===== src/rtl/fwp_pkg.sv =====
// Shared constants for the write port and reset-time configuration block
package fwp_pkg;

   // ----------------------------------------
   // Widths
   // ----------------------------------------
   localparam int unsigned DATA_W   = 36;
   localparam int unsigned OFFS_W   = 10;
   localparam int unsigned BMS_W    = 4;
   localparam int unsigned OSEL_W   = 2;
   localparam int unsigned PWID_W   = 2;

   // ----------------------------------------
   // Default flag offsets, one per select code
   // ----------------------------------------
   localparam logic [OFFS_W-1:0] OFFS_SEL0 = 10'h07f;
   localparam logic [OFFS_W-1:0] OFFS_SEL1 = 10'h0ff;
   localparam logic [OFFS_W-1:0] OFFS_SEL2 = 10'h1ff;
   localparam logic [OFFS_W-1:0] OFFS_SEL3 = 10'h3ff;

   // ----------------------------------------
   // Port width codes
   // ----------------------------------------
   localparam logic [PWID_W-1:0] PWID_X36 = 2'h0;
   localparam logic [PWID_W-1:0] PWID_X18 = 2'h1;
   localparam logic [PWID_W-1:0] PWID_X9  = 2'h2;

   // ----------------------------------------
   // Buffer sizing
   // ----------------------------------------
   localparam int unsigned BUF_DEPTH = 2;
   localparam logic [1:0]  CNT_ZERO  = 2'h0;
   localparam logic [1:0]  CNT_FULL  = 2'h2;

   // ----------------------------------------
   // Write port states
   // ----------------------------------------
   typedef enum logic [1:0]
   {
      FWP_ST_RESET = 2'b00,
      FWP_ST_RUN   = 2'b01
   } fwp_state_e;

endpackage


===== src/rtl/fwp_write_port.sv =====
// Write port front end with strap capture at master reset
`timescale 1ns/1ps

module fwp_write_port
(
   // Clock and reset
   input  wire logic                        mclk,
   input  wire logic                        rst_n,
   // Master reset pin, active low
   input  wire logic                        master_reset_n,
   // Straps
   input  wire logic                        async_write_select_n,
   input  wire logic [fwp_pkg::OSEL_W-1:0]  flag_offset_select,
   input  wire logic                        fall_through_mode_select,
   input  wire logic                        depth_expansion_select,
   input  wire logic [fwp_pkg::BMS_W-1:0]   bus_width_select,
   // Producer write port
   input  wire logic                        write_clock,
   input  wire logic                        write_enable_n,
   input  wire logic                        write_chip_select_n,
   input  wire logic [fwp_pkg::DATA_W-1:0]  write_data,
   // Storage side stream
   output logic                             store_valid,
   input  wire logic                        store_ready,
   output logic [fwp_pkg::DATA_W-1:0]       store_data,
   input  wire logic                        store_full,
   // Configuration and status
   output logic [fwp_pkg::OFFS_W-1:0]       almost_empty_offset,
   output logic [fwp_pkg::OFFS_W-1:0]       almost_full_offset,
   output logic                             fall_through_mode,
   output logic [fwp_pkg::PWID_W-1:0]       write_port_width,
   output logic [fwp_pkg::PWID_W-1:0]       read_port_width,
   output logic                             full_flag_n,
   output logic                             write_pointer_clear,
   output logic                             drop_count_pulse
);

   // ----------------------------------------
   // State
   // ----------------------------------------
   typedef struct packed
   {
      logic                       sync_sel;
      logic [fwp_pkg::OSEL_W-1:0] offs_sel;
      logic                       fall_sel;
      logic                       depth_sel;
      logic [fwp_pkg::BMS_W-1:0]  width_sel;
   } fwp_strap_s;

   typedef struct packed
   {
      logic [1:0]                 mreset_sync;
      logic [1:0]                 clk_sync;
      logic                       clk_last;
      logic [1:0]                 en_sync;
      logic [1:0]                 cs_sync;
      fwp_strap_s                 strap_s1;
      fwp_strap_s                 strap_s2;
      logic [fwp_pkg::DATA_W-1:0] d_s1;
      logic [fwp_pkg::DATA_W-1:0] d_s2;
      fwp_pkg::fwp_state_e        state;
      logic                       sync_mode;
      logic                       fall_thru;
      logic                       depth_exp;
      logic [fwp_pkg::OFFS_W-1:0] offs;
      logic [fwp_pkg::PWID_W-1:0] wwid;
      logic [fwp_pkg::PWID_W-1:0] rwid;
      logic                       cap_valid;
      logic [fwp_pkg::DATA_W-1:0] cap_data;
      logic                       full_out_n;
      logic                       drop;
   } fwp_port_s;

   fwp_port_s  st_ff;
   fwp_port_s  nxt_st;
   fwp_strap_s strap_in;
   logic       buf_in_ready;
   logic       in_reset;
   logic       rise;
   logic       take;

   assign in_reset = !st_ff.mreset_sync[1];
   assign rise     = st_ff.clk_sync[1] && !st_ff.clk_last;
   // Sync mode needs enable; async mode ignores enable and takes every selected edge
   assign take = rise && !st_ff.cs_sync[1]
              && (!st_ff.sync_mode || !st_ff.en_sync[1]);

   // ----------------------------------------
   // Strap inputs
   // ----------------------------------------
   // Straps are pins: two flops before capture
   assign strap_in = '{sync_sel  : async_write_select_n,
                       offs_sel  : flag_offset_select,
                       fall_sel  : fall_through_mode_select,
                       depth_sel : depth_expansion_select,
                       width_sel : bus_width_select};

   // ----------------------------------------
   // Offset and width decode
   // ----------------------------------------
   function automatic logic [fwp_pkg::OFFS_W-1:0] dec_offs(input logic [1:0] s);
      unique case (s)
         2'h0: dec_offs = fwp_pkg::OFFS_SEL0;
         2'h1: dec_offs = fwp_pkg::OFFS_SEL1;
         2'h2: dec_offs = fwp_pkg::OFFS_SEL2;
         2'h3: dec_offs = fwp_pkg::OFFS_SEL3;
      endcase
   endfunction

   function automatic logic [fwp_pkg::PWID_W-1:0] dec_wid(input logic [1:0] s);
      unique case (s)
         2'h0:    dec_wid = fwp_pkg::PWID_X36;
         2'h1:    dec_wid = fwp_pkg::PWID_X18;
         default: dec_wid = fwp_pkg::PWID_X9;
      endcase
   endfunction

   // ----------------------------------------
   // Next state
   // ----------------------------------------
   always_comb
   begin
      nxt_st             = st_ff;
      nxt_st.mreset_sync = {st_ff.mreset_sync[0], master_reset_n};
      nxt_st.clk_sync    = {st_ff.clk_sync[0], write_clock};
      nxt_st.clk_last    = st_ff.clk_sync[1];
      nxt_st.en_sync     = {st_ff.en_sync[0], write_enable_n};
      nxt_st.cs_sync     = {st_ff.cs_sync[0], write_chip_select_n};
      nxt_st.strap_s1    = strap_in;
      nxt_st.strap_s2    = st_ff.strap_s1;
      nxt_st.d_s1        = write_data;
      nxt_st.d_s2        = st_ff.d_s1;
      nxt_st.drop        = 1'b0;
      unique case (st_ff.state)
         fwp_pkg::FWP_ST_RESET:
         begin
            // Capture straps throughout master reset
            nxt_st.sync_mode = st_ff.strap_s2.sync_sel;
            nxt_st.fall_thru = st_ff.strap_s2.fall_sel;
            nxt_st.depth_exp = st_ff.strap_s2.depth_sel;
            nxt_st.offs      = dec_offs(st_ff.strap_s2.offs_sel);
            nxt_st.wwid      = dec_wid(st_ff.strap_s2.width_sel[3:2]);
            nxt_st.rwid      = dec_wid(st_ff.strap_s2.width_sel[1:0]);
            nxt_st.cap_valid = 1'b0;
            nxt_st.cap_data  = '0;
            if (!in_reset)
               nxt_st.state = fwp_pkg::FWP_ST_RUN;
         end
         fwp_pkg::FWP_ST_RUN:
         begin
            if (st_ff.cap_valid && buf_in_ready)
               nxt_st.cap_valid = 1'b0;
            if (take)
            begin
               if (st_ff.cap_valid && !buf_in_ready)
                  nxt_st.drop = 1'b1;
               else
               begin
                  nxt_st.cap_valid = 1'b1;
                  nxt_st.cap_data  = st_ff.d_s2;
               end
            end
            if (in_reset)
               nxt_st.state = fwp_pkg::FWP_ST_RESET;
         end
      endcase
      // Full in standard mode, input ready in fall-through mode or with depth expansion
      if (st_ff.fall_thru)
         nxt_st.full_out_n = store_full || !buf_in_ready;
      else
         nxt_st.full_out_n = st_ff.depth_exp ? (store_full || !buf_in_ready)
                                             : !(store_full || !buf_in_ready);
   end

   always_ff @(posedge mclk or negedge rst_n)
   begin
      if (!rst_n)
      begin
         st_ff            <= '0;
         st_ff.full_out_n <= 1'b1;
      end
      else
         st_ff <= nxt_st;
   end

   // ----------------------------------------
   // Data buffer
   // ----------------------------------------
   fwp_skid_buf u_buf
   (
      .mclk      (mclk),
      .rst_n     (rst_n),
      .in_valid  (st_ff.cap_valid),
      .in_ready  (buf_in_ready),
      .in_data   (st_ff.cap_data),
      .out_valid (store_valid),
      .out_ready (store_ready),
      .out_data  (store_data)
   );

   // ----------------------------------------
   // Outputs
   // ----------------------------------------
   assign almost_empty_offset = st_ff.offs;
   assign almost_full_offset  = st_ff.offs;
   assign fall_through_mode   = st_ff.fall_thru;
   assign write_port_width    = st_ff.wwid;
   assign read_port_width     = st_ff.rwid;
   assign full_flag_n         = st_ff.full_out_n;
   assign write_pointer_clear = (st_ff.state == fwp_pkg::FWP_ST_RESET);
   assign drop_count_pulse    = st_ff.drop;

endmodule


===== src/rtl/fwp_skid_buf.sv =====
// Two-entry valid/ready buffer on the write data path
`timescale 1ns/1ps

module fwp_skid_buf
(
   // Clock and reset
   input  wire logic                        mclk,
   input  wire logic                        rst_n,
   // Fill side
   input  wire logic                        in_valid,
   output logic                             in_ready,
   input  wire logic [fwp_pkg::DATA_W-1:0]  in_data,
   // Drain side
   output logic                             out_valid,
   input  wire logic                        out_ready,
   output logic [fwp_pkg::DATA_W-1:0]       out_data
);

   typedef struct packed
   {
      logic [fwp_pkg::DATA_W-1:0] mem0;
      logic [fwp_pkg::DATA_W-1:0] mem1;
      logic                       wp;
      logic                       rp;
      logic [1:0]                 cnt;
   } fwp_buf_s;

   fwp_buf_s buf_ff;
   fwp_buf_s nxt_buf;
   logic     push;
   logic     pop;

   assign in_ready  = (buf_ff.cnt != fwp_pkg::CNT_FULL);
   assign out_valid = (buf_ff.cnt != fwp_pkg::CNT_ZERO);
   assign out_data  = buf_ff.rp ? buf_ff.mem1 : buf_ff.mem0;
   assign push      = in_valid && in_ready;
   assign pop       = out_valid && out_ready;

   always_comb
   begin
      nxt_buf = buf_ff;
      if (push)
      begin
         if (buf_ff.wp)
            nxt_buf.mem1 = in_data;
         else
            nxt_buf.mem0 = in_data;
         nxt_buf.wp = ~buf_ff.wp;
      end
      if (pop)
         nxt_buf.rp = ~buf_ff.rp;
      if (push && !pop)
         nxt_buf.cnt = buf_ff.cnt + 2'h1;
      else if (pop && !push)
         nxt_buf.cnt = buf_ff.cnt - 2'h1;
   end

   always_ff @(posedge mclk or negedge rst_n)
   begin
      if (!rst_n)
         buf_ff <= '0;
      else
         buf_ff <= nxt_buf;
   end

endmodule


===== config.mk =====
export PLATFORM = sky130hd
export DESIGN_NAME = fwp_write_port
export DESIGN_NICKNAME = d
export VERILOG_FILES = /design/src/rtl/fwp_pkg.sv /design/src/rtl/fwp_write_port.sv /design/src/rtl/fwp_skid_buf.sv
export SDC_FILE = /design/constraint.sdc
export NUM_CORES = 1
export LEC_CHECK = 0
export BUFFER_PORTS_ARGS = -buffer_cell sky130_fd_sc_hd__clkbuf_2
export CORE_UTILIZATION = 57
export DETAILED_ROUTE_END_ITERATION = 10
export PLACE_DENSITY = 0.79
export SKIP_LAST_GASP = 1
export SYNTH_ARGS = -nofsm -noshare
export SYNTH_HDL_FRONTEND = slang
export SYNTH_HIERARCHICAL = 1
export SYNTH_SLANG_ARGS = --single-unit

===== constraint.sdc =====
create_clock -name mclk -period 2 [get_ports mclk]
set_clock_uncertainty 0.2 [all_clocks]
set_input_delay 0.2 -clock mclk [delete_from_list [all_inputs] [get_ports mclk]]
set_output_delay 0.2 -clock mclk [all_outputs]
set_load 0.01 [all_outputs]

# Word level (Yosys, flattened, before mapping)
# Index checks and enable logic that the tools add are counted.
[classes]
addsub = 2
n_eq_ne = 11
muxes = 18
bitwise = 2
reduce_logical = 28
[op_table]
columns = ["op", "count"]
rows = [
  ["2-to-1 mux 37 bit", 2],
  ["case mux 37 bit (2 select lines)", 1],
  ["case mux 10 bit (4 select lines)", 1],
  ["2-to-1 mux 36 bit", 1],
  ["case mux 2 bit (2 select lines)", 3],
  ["== test 2 x 1 -> 1 bit, second input constant", 4],
  ["logical AND 1 bit", 8],
  ["logical NOT 1 bit", 8],
  ["logical NOT 2 bit", 4],
  ["2-to-1 mux 2 bit", 4],
  ["!= test 2 bit, second input constant", 4],
  ["AND reduction 2 bit", 4],
  ["2-to-1 mux 1 bit", 6],
  ["== test 2 bit, second input constant", 2],
  ["nonzero test 2 bit", 2],
  ["adder 2 x 1 -> 2 bit, second input constant", 1],
  ["logical OR 1 bit", 2],
  ["!= test 2 x 1 -> 1 bit, second input constant", 1],
  ["NOT 1 bit", 2],
  ["subtractor 2 x 1 -> 2 bit, second input constant", 1],
]
[word_totals]
ff_bits = 233
inputBits = 53
output_inout_bits = 65
word_cells = 94

# Depth between registers and ports, before layout
[depth]
ltp_word = 6
mapped_depth = 6

# Modules after synthesis
# Netlist, hierarchy kept.
[modules_own_cells]
columns = ["module", "n_inst", "cells_each", "area_per_inst_um2"]
rows = [
  ["fwp_write_port", 1, 326, 4875.9],
  ["fwp_skid_buf", 1, 209, 3617.2],
]

# Least setup slack after synthesis
# Ideal clock, no wire load.
[synth_timing]
kind = "register to register"
from = "register st_ff[152] (netlist bit)"
to = "register st_ff[10] (netlist bit)"
setup_ps = 79
arrival_time_ps = 1392
slack_ps = 329
stages_incl_launch_ff = 6
cell_sequence = "dfrtp_1 or3b_1 nor3_2 buf_6 buf_12 mux2i_1"
[synth_via]
elab_chain_cells = 6
[synth_lines]
columns = ["item", "line_no", "text"]
rows = [
  ["start: declaration", "fwp_write_port.sv:74", "fwp_port_s st_ff;"],
  ["start signal: assignment", "fwp_write_port.sv:183", "st_ff <= nxt_st;"],
  ["logical NOT 1 bit", "fwp_write_port.sv:83", "assign rise = st_ff.clk_sync[1] && !st_ff.clk_last;"],
  ["logical AND 1 bit", "fwp_write_port.sv:83", ""],
  ["logical AND 1 bit", "fwp_write_port.sv:85", "assign take = rise && !st_ff.cs_sync[1]"],
  ["logical AND 1 bit", "fwp_write_port.sv:86", "&& (!st_ff.sync_mode || !st_ff.en_sync[1]);"],
  ["!= test 2 bit (no source line)", "n/a", ""],
  ["AND reduction 2 bit (no source line)", "n/a", ""],
]
# No other way between the ends.
# A chain may end at the register's enable or synchronous reset.

# Worst setup path after layout
[layout_timing]
from = "register u_buf/buf_ff[2] (netlist bit)"
to = "output port store_data[14] (netlist bit)"
[layout_via]
elab_chain_cells = 1
[layout_lines]
columns = ["item", "line_no", "text"]
rows = [
  ["start: declaration", "fwp_skid_buf.sv:28", "fwp_buf_s buf_ff;"],
  ["start signal: assignment", "fwp_skid_buf.sv:63", "buf_ff <= nxt_buf;"],
  ["2-to-1 mux 36 bit", "fwp_skid_buf.sv:35", "assign out_data = buf_ff.rp ? buf_ff.mem1 : buf_ff.mem0;"],
  ["end: declaration", "fwp_write_port.sv:25", "output logic [fwp_pkg::DATA_W-1:0] store_data,"],
]
# No other way between the ends.

==> run_results.csv <==
group,metric,value,unit
timing,worst_pin_slew,625.7,ps
detailed_routing,drtIter0Drc,220,
status,status,"finished with violations",
timing,hold_ws,71.74,ps
timing,setup_violations,3,
yosys,synth_warnings,6,
hold_path,worstHoldPathType,"input port to async pin",
yosys,synthTopCellsByArea,"dfrtp_1 (66%), mux2_4 (11%), mux2_2 (7.2%)",
placement,place_area,9151,µm²
power_and_ir_drop,peakVddDrop,0.0007601,V
power_and_ir_drop,swShare,0.2405,
die,num_rows,44,
placement,place.gp.congestion,0.7274,
die,die-height,124.1,µm
detailed_routing,dr.pass1.iters,4,
yosys,synth_cell_types,30,
power_and_ir_drop,combinationalPowerShare,0.134,
placement,port_buffers,117,
clock_tree,root_buffer,"clkbuf_16",
power_and_ir_drop,internal_power,8197,µW
detailed_routing,dr_wl_met3,584,µm
global_route,first_global_vias,4899,
status,violations,"setup timing",
yosys,syn-instance-count,535,
power_and_ir_drop,p_leak,0.005084,µW
yosys,syn_avg_cell_area,15.88,µm²
placement,post-dp-hpwl,9.111,mm
setup_path,cp_top_family,"flip-flops",
detailed_routing,post_drt_wl_per_cell,17.01,µm
setup_path,critical_path.endpoint_type,"primary output",
clock_tree,clkSinkCount,226,
power_and_ir_drop,seqPwrFrac,0.475,
setup_path,critical_path_class,"register to primary output",
detailed_routing,routed-wl-met2,7.661,mm
timing,period_share,1.002,
layout,fin_nets,751,
yosys,netlist_area,8493,µm²
clock_tree,worstSkewPairLatency,510,ps
detailed_routing,drc,0,
clock_tree,cts.htree.levels,1,
detailed_routing,wl_met1,6.741,mm
layout,final_area,10470,µm²
setup_path,cp_num_buf_inv,2,
global_route,grt_overflow_total,0,
timing,finalCriticalPeriod,2003,ps
global_route,grtUsageTotal,0.2084,
layout,drive_gt1_frac,0.4202,
detailed_routing,postRouteAntennaNets,0,
power_and_ir_drop,p_per_area,1031,nW/µm²
detailed_routing,vias,4490,
job,maxCapViolations,0,
setup_path,slowest_delay,410,ps
layout,fill_cells,951,
die,initial_core_util,0.5844,
timing,max_slew_margin,0.5829,
clock_tree,clock_path_buffers,3,
yosys,async_flop_share,1.000,
setup_path,critPathLaunchType,"register",
power_and_ir_drop,clkPwrFrac,0.391,
setup_path,cp_data_required_time,1600,ps
power_and_ir_drop,p_switching,2596,µW
clock_tree,cts_made_buffers,23,
global_route,grt_max_degree,79,
detailed_routing,viasPerCell,5.000,
layout,final_core_util,0.7201,
yosys,synth_top_cell_area_share,0.6629,
die,boundaryPins,118,
clock_tree,cts_tree,"done",
die,placeableCoreArea,14530,µm²
timing,tns,-6.237,ps
clock_tree,postCtsSetupRepairBufs,0,
global_route,grt_pass1_wl,24.73,mm
setup_path,path_cells,"buf_12, mux2_2, clkbuf_2",
layout,diodes,0,
layout,areaGrowthSynthToFinish,23.23,%
timing,max_freq,0.4992,GHz
die,fp.dieW,124.1,µm
yosys,synth_flop_cell,"dfrtp_1",
timing,fin_ws,-3.293,ps
global_route,antenna_found_initial,0,
yosys,synth_nets,589,
timing,grt_setup_unrepaired,"true",
yosys,ys_seq_elements,226,
setup_path,r2r_setup_slack,110,ps
yosys,synth_enable_flop_cells,0,
clock_tree,cts.clk_slew.worst_paths,60,ps
timing,final_hold_viol_count,0,
setup_path,cp_max_fo,20,
detailed_routing,top_layer_used,"met4",
die,fp.dieArea,15390,µm²
yosys,seq_area_frac_synth,0.6660,
setup_path,worst_path_max_delay_cell,"dfrtp_2",
timing,drv_slew,0,
detailed_routing,routed_wl,15.28,mm
yosys,yosys.area.top_type,"dfrtp_1",
setup_path,cp_data_arrival_time,1600,ps
worst paths after layout:
check                           cells past startpoint                   startpoint                           end
worst max-delay path                                3  u_buf/buf_ff[2]$_DFFE_PN0P_                store_data[14]
worst min-delay path                                2                        rst_n  u_buf/buf_ff[13]$_DFFE_PN0P_
worst max register to register                      4         st_ff[152]$_DFF_PN0_         st_ff[36]$_DFFE_PN0P_
worst min register to register                      0        nxt_st[134]$_DFF_PN0_          st_ff[134]$_DFF_PN0_
max in group asynchronous                           3                        rst_n         st_ff[12]$_DFFE_PN0P_
min in group mclk                                   2               master_reset_n         nxt_st[156]$_DFF_PN0_
power by group through the flow:
stage	clock, µW	sequential [µW]	combinational [µW]
detailed placement	0	5190	1320
CTS	4320	5130	1470
finish	4220	5120	1450
global placement	0	5170	1300
global route	4500	5160	1570
floorplan	0	5120	916
timing repair:
item	4_1_cts	5_1_grt
hold buffers	52	0
gates cloned	0	0
gates resized for setup	6	0
setup endpoints to repair	36	36
pin swaps	0	0
endpoints found under the hold margin	278	0
flip-flops by register name, summed over array words and instances, names as in the netlist:
signal               flops
write_port_width         2
st_ff                   89
almost_empty_offset      4
read_port_width          2
fall_through_mode        1
full_flag_n              1
u_buf/buf_ff            76
drop_count_pulse         1
nxt_st                  50
per-layer routing:
layer / GRT usage / vias to the layer above
li1: - / 2072
met3: 0.03709 / 23
met5: 0 / -
met2: 0.3564 / 101
met4: 0.05134 / 0
met1: 0.2766 / 2294
kinds of logic after synthesis:
kind of cell / after synthesis / share of synthesized area
flip-flops: 226 / 0.6660
multiplexers: 150 / 0.2201
AND/OR/NAND/NOR: 95 / 0.04818
buffers and inverters: 52 / 0.05436
XOR/XNOR: 6 / 0.006189
AO/OA/AOI/OAI: 5 / 0.003683
adder cells (fa/ha/maj): 1 / 0.001473
cell usage in the layout, fill, tap and decap left out, drive strengths merged, types with 2 or more instances in the layout:
cell / instances
clkinvlp: 3
buf: 20
nand2: 78
dfrtp: 225
nand2b: 2
dlygate4sd3: 52
and3: 2
mux2: 114
mux2i: 36
inv: 5
nor2b: 2
o21ai: 3
and2: 2
clkbuf: 146
clkinv: 4
xor2: 3
xnor2: 3
nor2: 5
final cells by class:
cell class | instances | area, µm² | share of cell area
Sequential cell | 226 | 5659 | 0.5407
Multi-Input combinational cell | 257 | 2382 | 0.2276
Timing Repair Buffer | 188 | 1421 | 0.1358
Clock buffer | 30 | 661.9 | 0.06324
Tap cell | 184 | 230.2 | 0.02200
Clock inverter | 12 | 107.6 | 0.01028
Inverter | 1 | 3.754 | 0.0003586
cells in the mapped netlist, drive strengths merged, types with 2 or more instances:
library cell	count
and2	2
mux2	114
buf	42
nand2	78
xor2	3
nand2b	2
nor2	5
xnor2	3
dfrtp	225
and3	2
mux2i	36
nor2b	2
clkbuf	9
o21ai	3
through the flow:
stage               total power [µW]  setup WS (ps)  cells
floorplan                       6041          329.0    535
global placement                6466          241.7    804
detailed placement              6514          167.1    804
CTS                            10920         -29.14    898
global route                   11230         -66.65    898
finish                         10790         -3.293    898
Power figures use the tool's default switching activity.
